--- src/cabp_defs.vh ---
`ifndef CABP_DEFS_VH
`define CABP_DEFS_VH

// ==========================================================
// port width codes
`define CABP_WIDTH_8 2'h0
`define CABP_WIDTH_16 2'h1
`define CABP_WIDTH_32 2'h2

// ==========================================================
// address map fields
`define CABP_ADDR_W 5
`define CABP_TOP_SEL_BIT 4
`define CABP_LOW_ADDR_BIT 0
`define CABP_REG_IDX_HI 4
`define CABP_REG_IDX_LO 1

// ==========================================================
// register indices, address bits 4..1
`define CABP_IDX_RESPONSE 4'h0
`define CABP_IDX_CONTROL 4'h1
`define CABP_IDX_SAVE 4'h2
`define CABP_IDX_RESTORE 4'h3
`define CABP_IDX_COMMAND 4'h5
`define CABP_IDX_CONDITION 4'h7
`define CABP_IDX_OPERAND 4'h8
`define CABP_IDX_REGSEL 4'ha
`define CABP_IDX_INSTADDR 4'hc
`define CABP_IDX_OPADDR 4'he

// ==========================================================
// timing counts
`define CABP_PULLUP_CYCLES 4'h4
`define CABP_RESET_WORD 32'h0000_0000

`endif

--- src/cabp_port.v ---
`timescale 1ns/1ps
`default_nettype none
`include "cabp_defs.vh"

module cabp_port #(
  parameter PULLUP_CYCLES = `CABP_PULLUP_CYCLES
) (
  // clock and reset
  input wire i_clk_sys,
  input wire i_reset,
  // configuration straps
  input wire i_size_n,
  input wire i_low_address_bit,
  // host bus control
  input wire i_address_strobe_n,
  input wire i_data_strobe_n,
  input wire i_chip_select_n,
  input wire i_read_write,
  input wire [`CABP_ADDR_W-1:0] i_addr,
  // data bus, three signals
  input wire [31:0] i_data,
  output reg [31:0] o_data,
  output reg o_data_oe,
  // acknowledges, two signals each
  output reg o_transfer_ack_low_n,
  output reg o_transfer_ack_low_oe,
  output reg o_transfer_ack_high_n,
  output reg o_transfer_ack_high_oe,
  // core side
  input wire i_core_ready,
  output reg o_core_wr,
  output reg o_core_rd,
  output reg [3:0] o_core_idx,
  output reg o_core_byte_sel,
  output reg [31:0] o_core_wdata,
  input wire [31:0] i_core_rdata
);

  // ==========================================================
  // states
  localparam [3:0] ST_IDLE = 4'b0001;
  localparam [3:0] ST_WAIT = 4'b0010;
  localparam [3:0] ST_ACK = 4'b0100;
  localparam [3:0] ST_PULL = 4'b1000;

  // ==========================================================
  // acknowledge codes, active low {high, low}
  localparam [1:0] ACK_FULL = 2'b00;
  localparam [1:0] ACK_UPPER = 2'b01;
  localparam [1:0] ACK_LOWER = 2'b10;
  localparam [1:0] ACK_NONE = 2'b11;
  // timer load, cut to the counter width on purpose
  localparam [3:0] PULL_LOAD = PULLUP_CYCLES[3:0];

  // ==========================================================
  // synchronised strobes; the host keeps address stable while strobe low
  wire [3:0] sync_w;
  wire as_n;
  wire ds_n;
  wire cs_n;
  wire rw;

  cabp_sync #(
    .WIDTH(4),
    .INIT(4'hf)
  ) u_sync (
    .i_clk_sys(i_clk_sys),
    .i_reset(i_reset),
    .i_async({i_address_strobe_n, i_data_strobe_n, i_chip_select_n, i_read_write}),
    .o_sync(sync_w)
  );

  assign as_n = sync_w[3];
  assign ds_n = sync_w[2];
  assign cs_n = sync_w[1];
  assign rw = sync_w[0];

  // ==========================================================
  // straps caught after reset release, treated as static
  // a strap moved later is only seen after the next reset
  reg [1:0] width_reg;
  reg strap_taken_reg;

  function [1:0] width_of;
    input size_n;
    input low_bit;
    begin
      if (!size_n)
        width_of = `CABP_WIDTH_8;
      else if (!low_bit)
        width_of = `CABP_WIDTH_16;
      else
        width_of = `CABP_WIDTH_32;
    end
  endfunction

  always @(posedge i_clk_sys) begin
    if (i_reset) begin
      width_reg <= `CABP_WIDTH_32;
      strap_taken_reg <= 1'b0;
    end else if (!strap_taken_reg) begin
      width_reg <= width_of(i_size_n, i_low_address_bit);
      strap_taken_reg <= 1'b1;
    end
  end

  // ==========================================================
  // full-word cycle: 32-bit port and upper register block
  function full_port;
    input [1:0] width;
    input top_sel;
    begin
      full_port = (width == `CABP_WIDTH_32) && top_sel;
    end
  endfunction

  // ==========================================================
  // acknowledge pattern per port width
  function [1:0] ack_pattern;
    input [1:0] width;
    input top_sel;
    begin
      case (width)
        `CABP_WIDTH_32: ack_pattern = full_port(width, top_sel) ? ACK_FULL : ACK_UPPER;
        `CABP_WIDTH_16: ack_pattern = ACK_UPPER;
        `CABP_WIDTH_8: ack_pattern = ACK_LOWER;
        default: ack_pattern = ACK_NONE;
      endcase
    end
  endfunction

  // read data lane placement
  function [31:0] lane_place;
    input [1:0] width;
    input top_sel;
    input byte_sel;
    input [31:0] word;
    begin
      if (width == `CABP_WIDTH_8)
        lane_place = byte_sel ? {4{word[23:16]}} : {4{word[31:24]}};
      else if (full_port(width, top_sel))
        lane_place = word;
      else
        lane_place = {word[31:16], 16'h0000};
    end
  endfunction

  // ==========================================================
  // cycle state machine
  reg [3:0] state_reg;
  reg [3:0] state_next;
  reg [3:0] pull_cnt_reg;
  wire cycle_on;
  wire strobe_end;
  wire top_sel;
  // direction and upper block held from the take edge, pins may move later
  reg dir_read_reg;
  reg top_sel_reg;

  assign top_sel = i_addr[`CABP_TOP_SEL_BIT];
  assign cycle_on = !as_n && !cs_n;
  // a write waits for data strobe, data is valid only then;
  // address strobe rising, data strobe rising on a write, or select dropping, ends the answer
  assign strobe_end = as_n || cs_n || (!dir_read_reg && ds_n);

  // ==========================================================
  // next-state logic
  always @* begin
    state_next = state_reg;
    case (state_reg)
      ST_IDLE: begin
        if (cycle_on && (rw || !ds_n))
          state_next = ST_WAIT;
      end
      ST_WAIT: begin
        // host gave up before ready: release without acknowledging
        if (as_n || cs_n)
          state_next = ST_PULL;
        else if (i_core_ready)
          state_next = ST_ACK;
      end
      ST_ACK: begin
        if (strobe_end)
          state_next = ST_PULL;
      end
      ST_PULL: begin
        if (pull_cnt_reg == 4'h0)
          state_next = ST_IDLE;
      end
      default: state_next = ST_IDLE;
    endcase
  end

  // ==========================================================
  // bus-side outputs and core strobes
  always @(posedge i_clk_sys) begin
    if (i_reset) begin
      state_reg <= ST_IDLE;
      dir_read_reg <= 1'b1;
      top_sel_reg <= 1'b0;
      o_transfer_ack_low_n <= 1'b1;
      o_transfer_ack_high_n <= 1'b1;
      o_transfer_ack_low_oe <= 1'b0;
      o_transfer_ack_high_oe <= 1'b0;
      o_data <= `CABP_RESET_WORD;
      o_data_oe <= 1'b0;
      o_core_wr <= 1'b0;
      o_core_rd <= 1'b0;
      o_core_idx <= 4'h0;
      o_core_byte_sel <= 1'b0;
      o_core_wdata <= `CABP_RESET_WORD;
    end else begin
      state_reg <= state_next;
      o_core_wr <= 1'b0;
      o_core_rd <= 1'b0;
      case (state_reg)
        ST_IDLE: begin
          o_transfer_ack_low_oe <= 1'b0;
          o_transfer_ack_high_oe <= 1'b0;
          o_data_oe <= 1'b0;
          if (state_next == ST_WAIT) begin
            o_core_idx <= i_addr[`CABP_REG_IDX_HI:`CABP_REG_IDX_LO];
            o_core_byte_sel <= i_addr[`CABP_LOW_ADDR_BIT];
            dir_read_reg <= rw;
            top_sel_reg <= top_sel;
            // acks driven negated while waiting, host inserts waits
            o_transfer_ack_low_n <= 1'b1;
            o_transfer_ack_high_n <= 1'b1;
            o_transfer_ack_low_oe <= 1'b1;
            o_transfer_ack_high_oe <= 1'b1;
            o_core_rd <= rw;
          end
        end
        ST_WAIT: begin
          if (state_next == ST_ACK) begin
            {o_transfer_ack_high_n, o_transfer_ack_low_n} <=
              ack_pattern(width_reg, top_sel_reg);
            if (dir_read_reg) begin
              // data launched on the ack edge, so it is valid with the ack
              o_data <=
                lane_place(width_reg, top_sel_reg, o_core_byte_sel, i_core_rdata);
              o_data_oe <= 1'b1;
            end else begin
              o_core_wr <= 1'b1;
              o_core_wdata <= i_data;
            end
          end
        end
        ST_ACK: begin
          if (strobe_end) begin
            o_transfer_ack_low_n <= 1'b1;
            o_transfer_ack_high_n <= 1'b1;
            o_data_oe <= 1'b0;
          end
        end
        ST_PULL: begin
          o_transfer_ack_low_n <= 1'b1;
          o_transfer_ack_high_n <= 1'b1;
          o_data_oe <= 1'b0;
          if (pull_cnt_reg == 4'h0) begin
            o_transfer_ack_low_oe <= 1'b0;
            o_transfer_ack_high_oe <= 1'b0;
          end
        end
        default: begin
          o_transfer_ack_low_oe <= 1'b0;
          o_transfer_ack_high_oe <= 1'b0;
        end
      endcase
    end
  end

  // ==========================================================
  // pull-up timer: loaded while waiting, run down after the strobe
  always @(posedge i_clk_sys) begin
    if (i_reset) begin
      pull_cnt_reg <= 4'h0;
    end else if (state_reg == ST_WAIT) begin
      pull_cnt_reg <= PULL_LOAD;
    end else if (state_reg == ST_PULL && pull_cnt_reg != 4'h0) begin
      pull_cnt_reg <= pull_cnt_reg - 4'h1;
    end
  end

endmodule

`default_nettype wire

--- src/cabp_sync.v ---
`timescale 1ns/1ps
`default_nettype none

// ==========================================================
// two-flop synchroniser, reset to a given level
module cabp_sync #(
  parameter WIDTH = 1,
  parameter [WIDTH-1:0] INIT = {WIDTH{1'b1}}
) (
  // clock and reset
  input wire i_clk_sys,
  input wire i_reset,
  // levels
  input wire [WIDTH-1:0] i_async,
  output reg [WIDTH-1:0] o_sync
);
  reg [WIDTH-1:0] stage_reg;

  always @(posedge i_clk_sys) begin
    if (i_reset) begin
      stage_reg <= INIT;
      o_sync <= INIT;
    end else begin
      stage_reg <= i_async;
      o_sync <= stage_reg;
    end
  end
endmodule

`default_nettype wire

--- config.mk ---
export PLATFORM = sky130hd
export DESIGN_NAME = cabp_port
export DESIGN_NICKNAME = d
export VERILOG_FILES = /design/src/cabp_port.v /design/src/cabp_sync.v
export VERILOG_INCLUDE_DIRS = /design/src
export SDC_FILE = /design/constraint.sdc
export NUM_CORES = 1
export LEC_CHECK = 0
export ABC_AREA = 1
export BUFFER_PORTS_ARGS = -buffer_cell sky130_fd_sc_hd__buf_4
export CAP_MARGIN = 5
export CORE_ASPECT_RATIO = 1.25
export CORE_MARGIN = 3
export CORE_UTILIZATION = 45
export DETAILED_ROUTE_END_ITERATION = 10
export HOLD_SLACK_MARGIN = 0.08
export PLACE_DENSITY_LB_ADDON = 0.08
export SETUP_SLACK_MARGIN = 0.4
export SKIP_CTS_REPAIR_TIMING = 1
export SLEW_MARGIN = 20
export SYNTH_ARGS = -nofsm -noshare
export SYNTH_HDL_FRONTEND = slang
export SYNTH_SLANG_ARGS = --single-unit
export TNS_END_PERCENT = 1
--- constraint.sdc ---
create_clock -name i_clk_sys -period 1.7 [get_ports i_clk_sys]
set_clock_uncertainty 0.1 [all_clocks]
set_input_delay 0.255 -clock i_clk_sys [delete_from_list [all_inputs] [get_ports i_clk_sys]]
set_output_delay 0.255 -clock i_clk_sys [all_outputs]
set_load 0.01 [all_outputs]
=== Word level (Yosys, flattened, before mapping) ===
Cells that the tools add are included.
Widths: inputs -> output; s select.

* Reduce and logical (&&, ||, !) cells: 29
* Eq/ne operators: 13
* Mux-type cells: 30
* $add $sub $neg: 1
* Bitwise logic cells: 6

{| class="wikitable"
|+ Operator list
! kind !! count
|-
| $mux 32 || 2
|-
| $mux 4 || 5
|-
| $mux 16 || 1
|-
| $pmux 4 s4 || 1
|-
| $mux 1 || 12
|-
| $ne 2x2->1 const B || 5
|-
| $eq 4x2->1 const B || 2
|-
| $eq 4x3->1 const B || 2
|-
| $pmux 1 s4 || 2
|-
| $reduce_and 4->1 || 2
|-
| $reduce_bool 4->1 || 2
|-
| $mux 3 || 2
|-
| $not 1->1 || 6
|-
| $pmux 1 s3 || 2
|-
| $pmux 2 s3 || 1
|-
| $reduce_and 3->1 || 2
|-
| $reduce_or 2->1 || 3
|-
| $reduce_or 3->1 || 2
|-
| $logic_and 1x1->1 || 5
|-
| $eq 4x1->1 const B || 1
|-
| $eq 4x4->1 const B || 1
|-
| $logic_not 1->1 || 4
|-
| $logic_not 4->1 || 1
|-
| $mux 2 || 2
|-
| 8 further kinds || 11
|}

* Output and inout bits: 76
* Bits in registers: 96
* Word-level logic and storage cells: 98
* Bits of input ports: 78

=== Depth between registers and ports, before layout ===
Gate-level depths: netlist of the first run.

* Word-level depth: 8
* Gate-level depth with buffers: 10
* Gate-level depth less buffers: 9

=== By module ===
Synthesis of the first run repeated with hierarchy kept, for this count alone.

* Cells, all modules: 671
* Area, all modules: 4525.6 sq um

{| class="wikitable"
|+ By module, submodules not included
! module !! seq. area each (sq um) !! times used !! cells each !! area an instance (sq um)
|-
| cabp_port || 1741.7 || 1 || 646 || 4301.6
|-
| cabp_sync || 160.2 || 1 || 25 || 224.0
|}

=== Least setup slack after synthesis of the first run ===
Ideal clock, no wire load.

* Kind: flip-flop to flip-flop
* Start point: register width_reg[0]
* End point: register o_data[12]
* Path buffers: 2
* Path slack: 0.023 ns
* Stages on the path, launching flop included: 11
* Arrival: 1.513 ns
* Clock period less this slack: 1.677 ns
* Library setup time: 0.064 ns
* Data required time: 1.536 ns
* Cell sequence: dfxtp_1 -> inv_1 -> ha_1 -> clkbuf_1 -> nand3b_1 -> clkbuf_1 -> o21ai_0 -> inv_1 -> nand3_1 -> nand2_1 -> nor2_1

* Longest elaborated chain between the ends: 4
* Elaborated cells on any way between the ends: 5
* Classes of those cells: 1 x eq/ne; 2 x mux; 2 x reduce/logical

{| class="wikitable"
|+ RTL lines
! what !! RTL line !! source
|-
| from (decl) || cabp_port.v:81 || <nowiki>reg [1:0] width_reg;</nowiki>
|-
| from (signal assigned) || cabp_port.v:99 || <nowiki>width_reg <= `CABP_WIDTH_32;</nowiki>
|-
| from (signal assigned) || cabp_port.v:102 || <nowiki>width_reg <= width_of(i_size_n, i_low_address_bit);</nowiki>
|-
| $eq 2x2->1 || n/a ||
|-
| $logic_and 1x1->1 || cabp_port.v:113 || <nowiki>full_port = (width == `CABP_WIDTH_32) && top_sel;</nowiki>
|-
| $mux 16 || cabp_port.v:141 || <nowiki>else if (full_port(width, top_sel))</nowiki>
|-
| $mux 32 (*) || cabp_port.v:139 || <nowiki>if (width == `CABP_WIDTH_8)</nowiki>
|-
| to (signal assigned) || cabp_port.v:205 || <nowiki>o_data <= `CABP_RESET_WORD;</nowiki>
|-
| to (signal assigned) || cabp_port.v:240 || <nowiki>o_data <=</nowiki>
|-
| to (decl) || cabp_port.v:22 || <nowiki>output reg [31:0] o_data,</nowiki>
|}

Every way passes the cells marked *; elsewhere a longest branch is shown, timed or not.
A chain may end at the register's enable or synchronous reset.

=== Final worst setup path of the first run ===
* Start point: register state_reg[2]
* End point: register o_data[26]

* Longest elaborated chain between the ends: 5
* Elaborated cells on any way between the ends: 12
* Classes of those cells: 5 x eq/ne; 6 x mux; 1 x reduce/logical

{| class="wikitable"
|+ RTL lines
! what !! RTL line !! source
|-
| from (decl) || cabp_port.v:150 || <nowiki>reg [3:0] state_reg;</nowiki>
|-
| from (signal assigned) || cabp_port.v:213 || <nowiki>state_reg <= state_next;</nowiki>
|-
| $mux 4 || cabp_port.v:179 || <nowiki>else if (i_core_ready)</nowiki>
|-
| $mux 4 || cabp_port.v:177 || <nowiki>if (as_n || cs_n)</nowiki>
|-
| $pmux 4 s4 || cabp_port.v:170 || <nowiki>case (state_reg)</nowiki>
|-
| $eq 4x3->1 || cabp_port.v:235 || <nowiki>if (state_next == ST_ACK) begin</nowiki>
|-
| $reduce_and 3->1 (no source line) (*) || n/a ||
|}

Marks and branches as above.

==> reports/metrics.csv, run 1 <==
metric,value,unit
max incr delay on CP,390,ps
initial antenna violation count,0,
crit-path cells,inv_2 -> nor2_4 -> nand2_2 -> o22ai_4 -> buf_12 -> clkbuf_16 -> clkbuf_16 -> nand3_1 -> nand2_1 -> nor2_1,
Antenna diodes,0,
hold depth,3,
vias per inst,4.91,
post-route cell area,6740,um2
Final ANT Viol Nets,0,
Slew @ Worst Pin,352,ps
Comb power frac,0.095,
leakage,3.23,nW
I/O pin count,154,
cts bufs inserted,9,
die width,95.4,um
CTS tree,yes,
R2R depth,10,
"Seq/Total Area, Yosys",0.423,
Starting Density,0.465,
Post-Syn Area per Cell,6.79,um2
Worst-path clk slew,60,ps
RSZ-0062 raised after global routing,true,
aggregate global-route resource usage,0.213,
"Cell Area, Synth",4490,um2
GP Congestion,0.891,
Root Buffer Master,clkbuf_16,
Worst Path Required,1830,ps
first-pass GRT wire length,19200,um
startpoint types,register,
#FFs+latches synth,95,
Netlist cell types,27,
placement-stage cell area,5960,um2
run status,"finished, final reports clean",
Final min period,1650,ps
Synth-to-Final Area Change,50.1,%
Post-DP HPWL,8890,um
final worst path period share,0.969,
HP Class,input port to register,
max-cap violations,0,
most numerous cell on the critical path,clkbuf_16,
Clock Power Share,0.408,
Final Hold Fails,0,
Int Power,0.00349,W
# rows,40,
grt total ovfl,0,
# H-tree levels,3,
kind of critical path,register to register,
syn_nets,745,
Synth area leaders,"dfxtp_1 (42%), nand3_1 (8.9%), nand2_1 (8.8%)",
DRC,0,
RR Endpoint,o_data[26],
Sw Share,0.229,
largest net degree at the start of global routing,47,
die area,11200,um2
cell taking the most area after synthesis,dfxtp_1,
Hold EP,o_core_idx[0],
Rel. slew slack,0.765,
Clock Latency Late Sink,340,ps
Fillers,838,
FMAX,607,MHz
clock sink count,95,
Reg2Reg Setup Slack,50,ps
P_sw,0.00104,W
drt wl/cell,13.8,um
violation count after the first detailed-route iteration,255,
area share of the largest cell type after synthesis,0.423,
layout cell share with drive strength beyond 1,0.302,
area occupied by multi-input gates,2110,um2
Crit path arrival time,1780,ps
final wirelength,13300,um
slowest CP cell,dfxtp_4,
worst vdd ir,0.000561,V
Core Box Area,9660,um2
Crit Path Max Fanout,9,
Synthesis Warnings,0,
number of global-route vias before repair,4136,
count of pins over their slew limit,0,
Port Buffers,153,
setup violators final,0,
Reg-to-Reg Start,state_reg[2],
TritonRoute pass-1 iters,4,
Setup crit end kind,register,
Syn Inst Count,662,
Flop pwr share,0.497,
routed vias,4715,
Power Density,671,nW/um2
Die Ht,118,um
Final nets,914,
Top Registers,"o_core_wdata (32), o_data (32)",
clk buf depth,2,
hold_sp,i_addr[1],
Seq. cell area,1910,um2
Critical Path Source,state_reg[2],
Overall Power,0.00453,W
layout by cell type (no fill, tap or decap), types with 7 or more instances in the layout:
cell type,count
clkbuf_16,21
o21ai_0,16
buf_4,167
nand2_1,102
o21ai_1,11
a21oi_1,74
nand3_1,70
inv_1,97
o21a_1,16
dfxtp_1,89
or2_2,8
nor2_1,87
dlygate4sd3_1,7
nand3_2,10
buf_12,14
Yosys cell counts:
| master | n |
|---|---|
| a21oi_1 | 75 |
| dfxtp_1 | 95 |
| nand2_1 | 105 |
| or2_2 | 8 |
| o211ai_1 | 1 |
| a211oi_1 | 1 |
| clkbuf_1 | 14 |
| ha_1 | 5 |
| clkinv_1 | 2 |
| inv_1 | 99 |
| o21bai_1 | 1 |
| buf_2 | 15 |
| buf_4 | 11 |
| a31oi_1 | 1 |
| nor2_2 | 2 |
| o21ai_0 | 28 |
| o22ai_2 | 1 |
| nand3_2 | 1 |
| nand3_1 | 80 |
| o21a_1 | 16 |
| buf_1 | 3 |
| nand4_1 | 1 |
| o31ai_1 | 1 |
| inv_2 | 1 |
| nand3b_1 | 2 |
| o21ai_1 | 1 |
| nor2_1 | 92 |
per-layer routing:
layer | wire length (um) | track usage | vias to the layer above
li1 | - | - | 2429
met1 | 5470 | 0.259 | 2113
met2 | 6590 | 0.356 | 154
met3 | 943 | 0.0467 | 19
met4 | 267 | 0.0875 | 0
met5 | 0 | 0 | -
logic make-up after synthesis:
logic type / after synthesis / share of synthesized area
flip-flops: 95 / 0.423
AO/OA/AOI/OAI: 126 / 0.153
AND/OR/NAND/NOR: 291 / 0.275
buffers and inverters: 145 / 0.135
adder cells (fa/ha/maj): 5 / 0.0139
critical path: cells and delay by family (launching register included):
kind	cells	cell delay [ps]
buffers and inverters	4	510
AOI/OAI and AO/OA	1	180
and+or+nand+nor	5	360
DFF	1	390
per-stage QoR:
stage	setup WS [ps]	hold WS (ps)	utilization	std cells	TNS, ps
2_1_floorplan	108	259	-	662	0
3_3_place_gp	91.9	292	0.617	924	0
3_5_place_dp	-7.68	296	0.617	924	-13.8
4_1_cts	-18.2	-3.03	0.644	939	-191
5_1_grt	-13.3	81.8	0.698	961	-13.3
6_report	53.1	59.6	0.698	961	0
cell type report:
cell class                      count  area share
Clock buffer                       11      0.0360
Tap cell                          126      0.0234
Clock inverter                      4     0.00334
Inverter                          102      0.0568
Timing Repair Buffer              201       0.284
Multi-Input combinational cell    422       0.313
Sequential cell                    95       0.284
power groups by stage:
stage	Combinational, W	Sequential (W)	Clock [W]
after detailed placement	0.000404	0.00230	0
final	0.000431	0.00225	0.00185
after global placement	0.000400	0.00230	0
after global routing	0.000481	0.00225	0.00197
after floorplan	0.000197	0.00230	0
after CTS	0.000406	0.00225	0.00187
how the worst max path moves through the flow:
stage | cells after the start | slack [ps] | endpoint
after floorplan | 10 | 110 | o_data[12]
after global placement | 8 | 90 | o_core_wdata[30]
after detailed placement | 8 | -8 | o_core_wdata[3]
after CTS | 8 | -20 | o_core_wdata[30]
after global routing | 10 | -10 | o_core_wdata[26]
final | 10 | 50 | o_data[26]
(Power assumes the default switching activity.)
==> run 2: changes to the inputs <==
--- a/config.mk
+++ b/config.mk
@@ -8,10 +8,10 @@
 export LEC_CHECK = 0
 export ABC_AREA = 1
 export BUFFER_PORTS_ARGS = -buffer_cell sky130_fd_sc_hd__buf_4
-export CAP_MARGIN = 5
+export CAP_MARGIN = 20
 export CORE_ASPECT_RATIO = 1.25
 export CORE_MARGIN = 3
-export CORE_UTILIZATION = 45
+export CORE_UTILIZATION = 50
 export DETAILED_ROUTE_END_ITERATION = 10
 export HOLD_SLACK_MARGIN = 0.08
 export PLACE_DENSITY_LB_ADDON = 0.08
==> constraint.sdc (replaced) <==
create_clock -name i_clk_sys -period 1.74 [get_ports i_clk_sys]
set_clock_uncertainty 0.1 [all_clocks]
set_input_delay 0.261 -clock i_clk_sys [delete_from_list [all_inputs] [get_ports i_clk_sys]]
set_output_delay 0.261 -clock i_clk_sys [all_outputs]
set_load 0.01 [all_outputs]
==> run 2 against run 1 <==
Net effect:
- flip-flop and latch count unchanged
- combinational power up 3%
- sequential power down 2%
- via count up 4.6%
- critical path type unchanged
- critical endpoint is now o_data[28]
==> reports/metrics.csv, run 2 (same netlist as run 1, synthesis figures left out) <==
metric,value,unit,change
max incr delay on CP,370,ps,-20 ps
Root Buffer Master,clkbuf_8,,
crit-path cells,nor2_4 -> nand3_4 -> buf_6 -> nor2_4 -> buf_12 -> clkbuf_16 -> nand3_1 -> nand2_1 -> nor2_1,,
Final min period,1670,ps,+27.3 ps
Final ANT Viol Nets,0,,unchanged
die area,10200,um2,-9.4%
clock sink count,95,,unchanged
CTS tree,yes,,
Rel. slew slack,0.771,,+0.00590
Int Power,0.00339,W,-2.8%
clk buf depth,2,,unchanged
routed vias,4932,,+4.6%
Crit path arrival time,1830,ps,+50 ps
# H-tree levels,3,,unchanged
cts bufs inserted,9,,unchanged
I/O pin count,154,,unchanged
Final Hold Fails,0,,unchanged
Fillers,675,,-19%
Sw Share,0.221,,-0.00782
final worst path period share,0.962,,-0.00658
initial antenna violation count,0,,unchanged
RSZ-0062 raised after global routing,true,,
run status,"finished, final reports clean",,
P_sw,0.000965,W,-7.0%
TritonRoute pass-1 iters,5,,+1
worst vdd ir,0.000588,V,+4.9%
layout cell share with drive strength beyond 1,0.289,,-0.0132
first-pass GRT wire length,19100,um,-0.83%
Power Density,656,nW/um2,-2.2%
Slew @ Worst Pin,343,ps,-8.46 ps
Top Registers,"o_core_wdata (32), o_data (32)",,
drt wl/cell,14.8,um,+7.1%
aggregate global-route resource usage,0.231,,+0.0180
grt total ovfl,0,,unchanged
max-cap violations,0,,unchanged
number of global-route vias before repair,4172,,+0.87%
Die Ht,112,um,-4.9%
FMAX,597,MHz,-1.6%
Crit Path Max Fanout,8,,-1
most numerous cell on the critical path,nor2_4,,
Bufs and invs on worst path,3,,-1
die width,90.8,um,-4.8%
GP Congestion,0.938,,+5.2%
Flop pwr share,0.504,,+0.007
Clock Power Share,0.394,,-0.014
HP Class,input port to register,,
# rows,38,,-5.0%
setup violators final,0,,unchanged
Synth-to-Final Area Change,47.8,%,
Starting Density,0.516,,+0.0512
Clock Latency Late Sink,370,ps,+30 ps
"leading cell type in the layout, fill and taps excluded",buf_4,,
Post-DP HPWL,8500,um,-4.3%
violation count after the first detailed-route iteration,273,,+7.1%
leakage,3.19,nW,-1.1%
Worst-path clk slew,90,ps,+30 ps
fin util,0.763,,+0.0650
fin cells,955,,-0.62%
Antenna diodes,0,,unchanged
Comb power frac,0.102,,+0.007
DRC,0,,unchanged
Core Box Area,8700,um2,-9.9%
largest net degree at the start of global routing,77,,+64%
vias per inst,5.16,,+5.3%
Reg2Reg Setup Slack,70,ps,about the same
"commonest non-fill, non-tap cells in the layout","buf_4 (165), nand2_1 (103), inv_1 (98), dfxtp_1 (90), nor2_1 (87)",,
kind of critical path,register to register,,
"Largest delay share family, worst path",simple AND/OR/NAND/NOR gates,,
Final nets,913,,-0.11%
startpoint types,register,,
slowest CP cell,dfxtp_4,,
count of pins over their slew limit,0,,unchanged
Port Buffers,153,,unchanged
placed insts,909,,-1.6%
Worst Path Required,1900,ps,+70 ps
final wirelength,14100,um,+6.4%
Setup crit end kind,register,,
## run 2: cell types whose count changed in the layout (fill, tap and decap cells not counted), moves of 4 or more
cell,change
nand3_2,-4
buf_12,-9
nand3_1,+4
clkbuf_8,+12
clkbuf_16,-10
buf_6,+5
## run 2: metal layers
metal	share of wire	global-route usage	up-vias
met3	0.082	0.0716	27
li1	-	-	2423
met4	0.031	0.105	0
met1	0.37	0.260	2258
met5	0	0	-
met2	0.52	0.399	224
## run 2: cell type report
cell class                      count  area (um2)  share of cell area
Tap cell                          120         150              0.0226
Inverter                          102         383              0.0577
Clock inverter                      2        60.1             0.00905
Multi-Input combinational cell    422        2100               0.316
Sequential cell                    95        1910               0.288
Clock buffer                       14         183              0.0275
Timing Repair Buffer              200        1850               0.279
## run 2: worst reg2reg max path: cells and delay by family (launching register included)
family,cells,cell delay (ps)
flip-flops,1,370
buffers and inverters,3,480
AND/OR/NAND/NOR,6,640
## run 2: path summary, 6_finish.rpt
kind / cells past startpoint / startpoint / end
setup / recovery: 9 / state_reg[2] / o_data[28]
hold / removal: 2 / i_reset / width_reg[0]
setup reg to reg: 9 / state_reg[2] / o_data[28]
hold reg to reg: 1 / u_sync.stage_reg[3] / u_sync.o_sync[3]
## run 2: power by group through the flow
stage | clock network (W) | logic (W) | registers (W)
6_report | 0.00172 | 0.000445 | 0.00220
5_1_grt | 0.00185 | 0.000486 | 0.00220
4_1_cts | 0.00174 | 0.000390 | 0.00220
3_5_place_dp | 0 | 0.000388 | 0.00225
3_3_place_gp | 0 | 0.000381 | 0.00225
2_1_floorplan | 0 | 0.000193 | 0.00225
## run 2: stage by stage
| stage | TNS (ps) | worst slack (ps) | instance area, um2 | total power, W | hold WS, ps |
|---|---|---|---|---|---|
| global placement | 0 | 85.2 | 5780 | 0.00263 | 293 |
| finish | 0 | 65.8 | 6640 | 0.00436 | 62.9 |
| CTS | -737 | -44.2 | 6020 | 0.00433 | -38.4 |
| detailed placement | -204 | -29.5 | 5780 | 0.00264 | 297 |
| floorplan | 0 | 148 | 4510 | 0.00244 | 265 |
| global route | 0 | 13.2 | 6640 | 0.00453 | 80.0 |
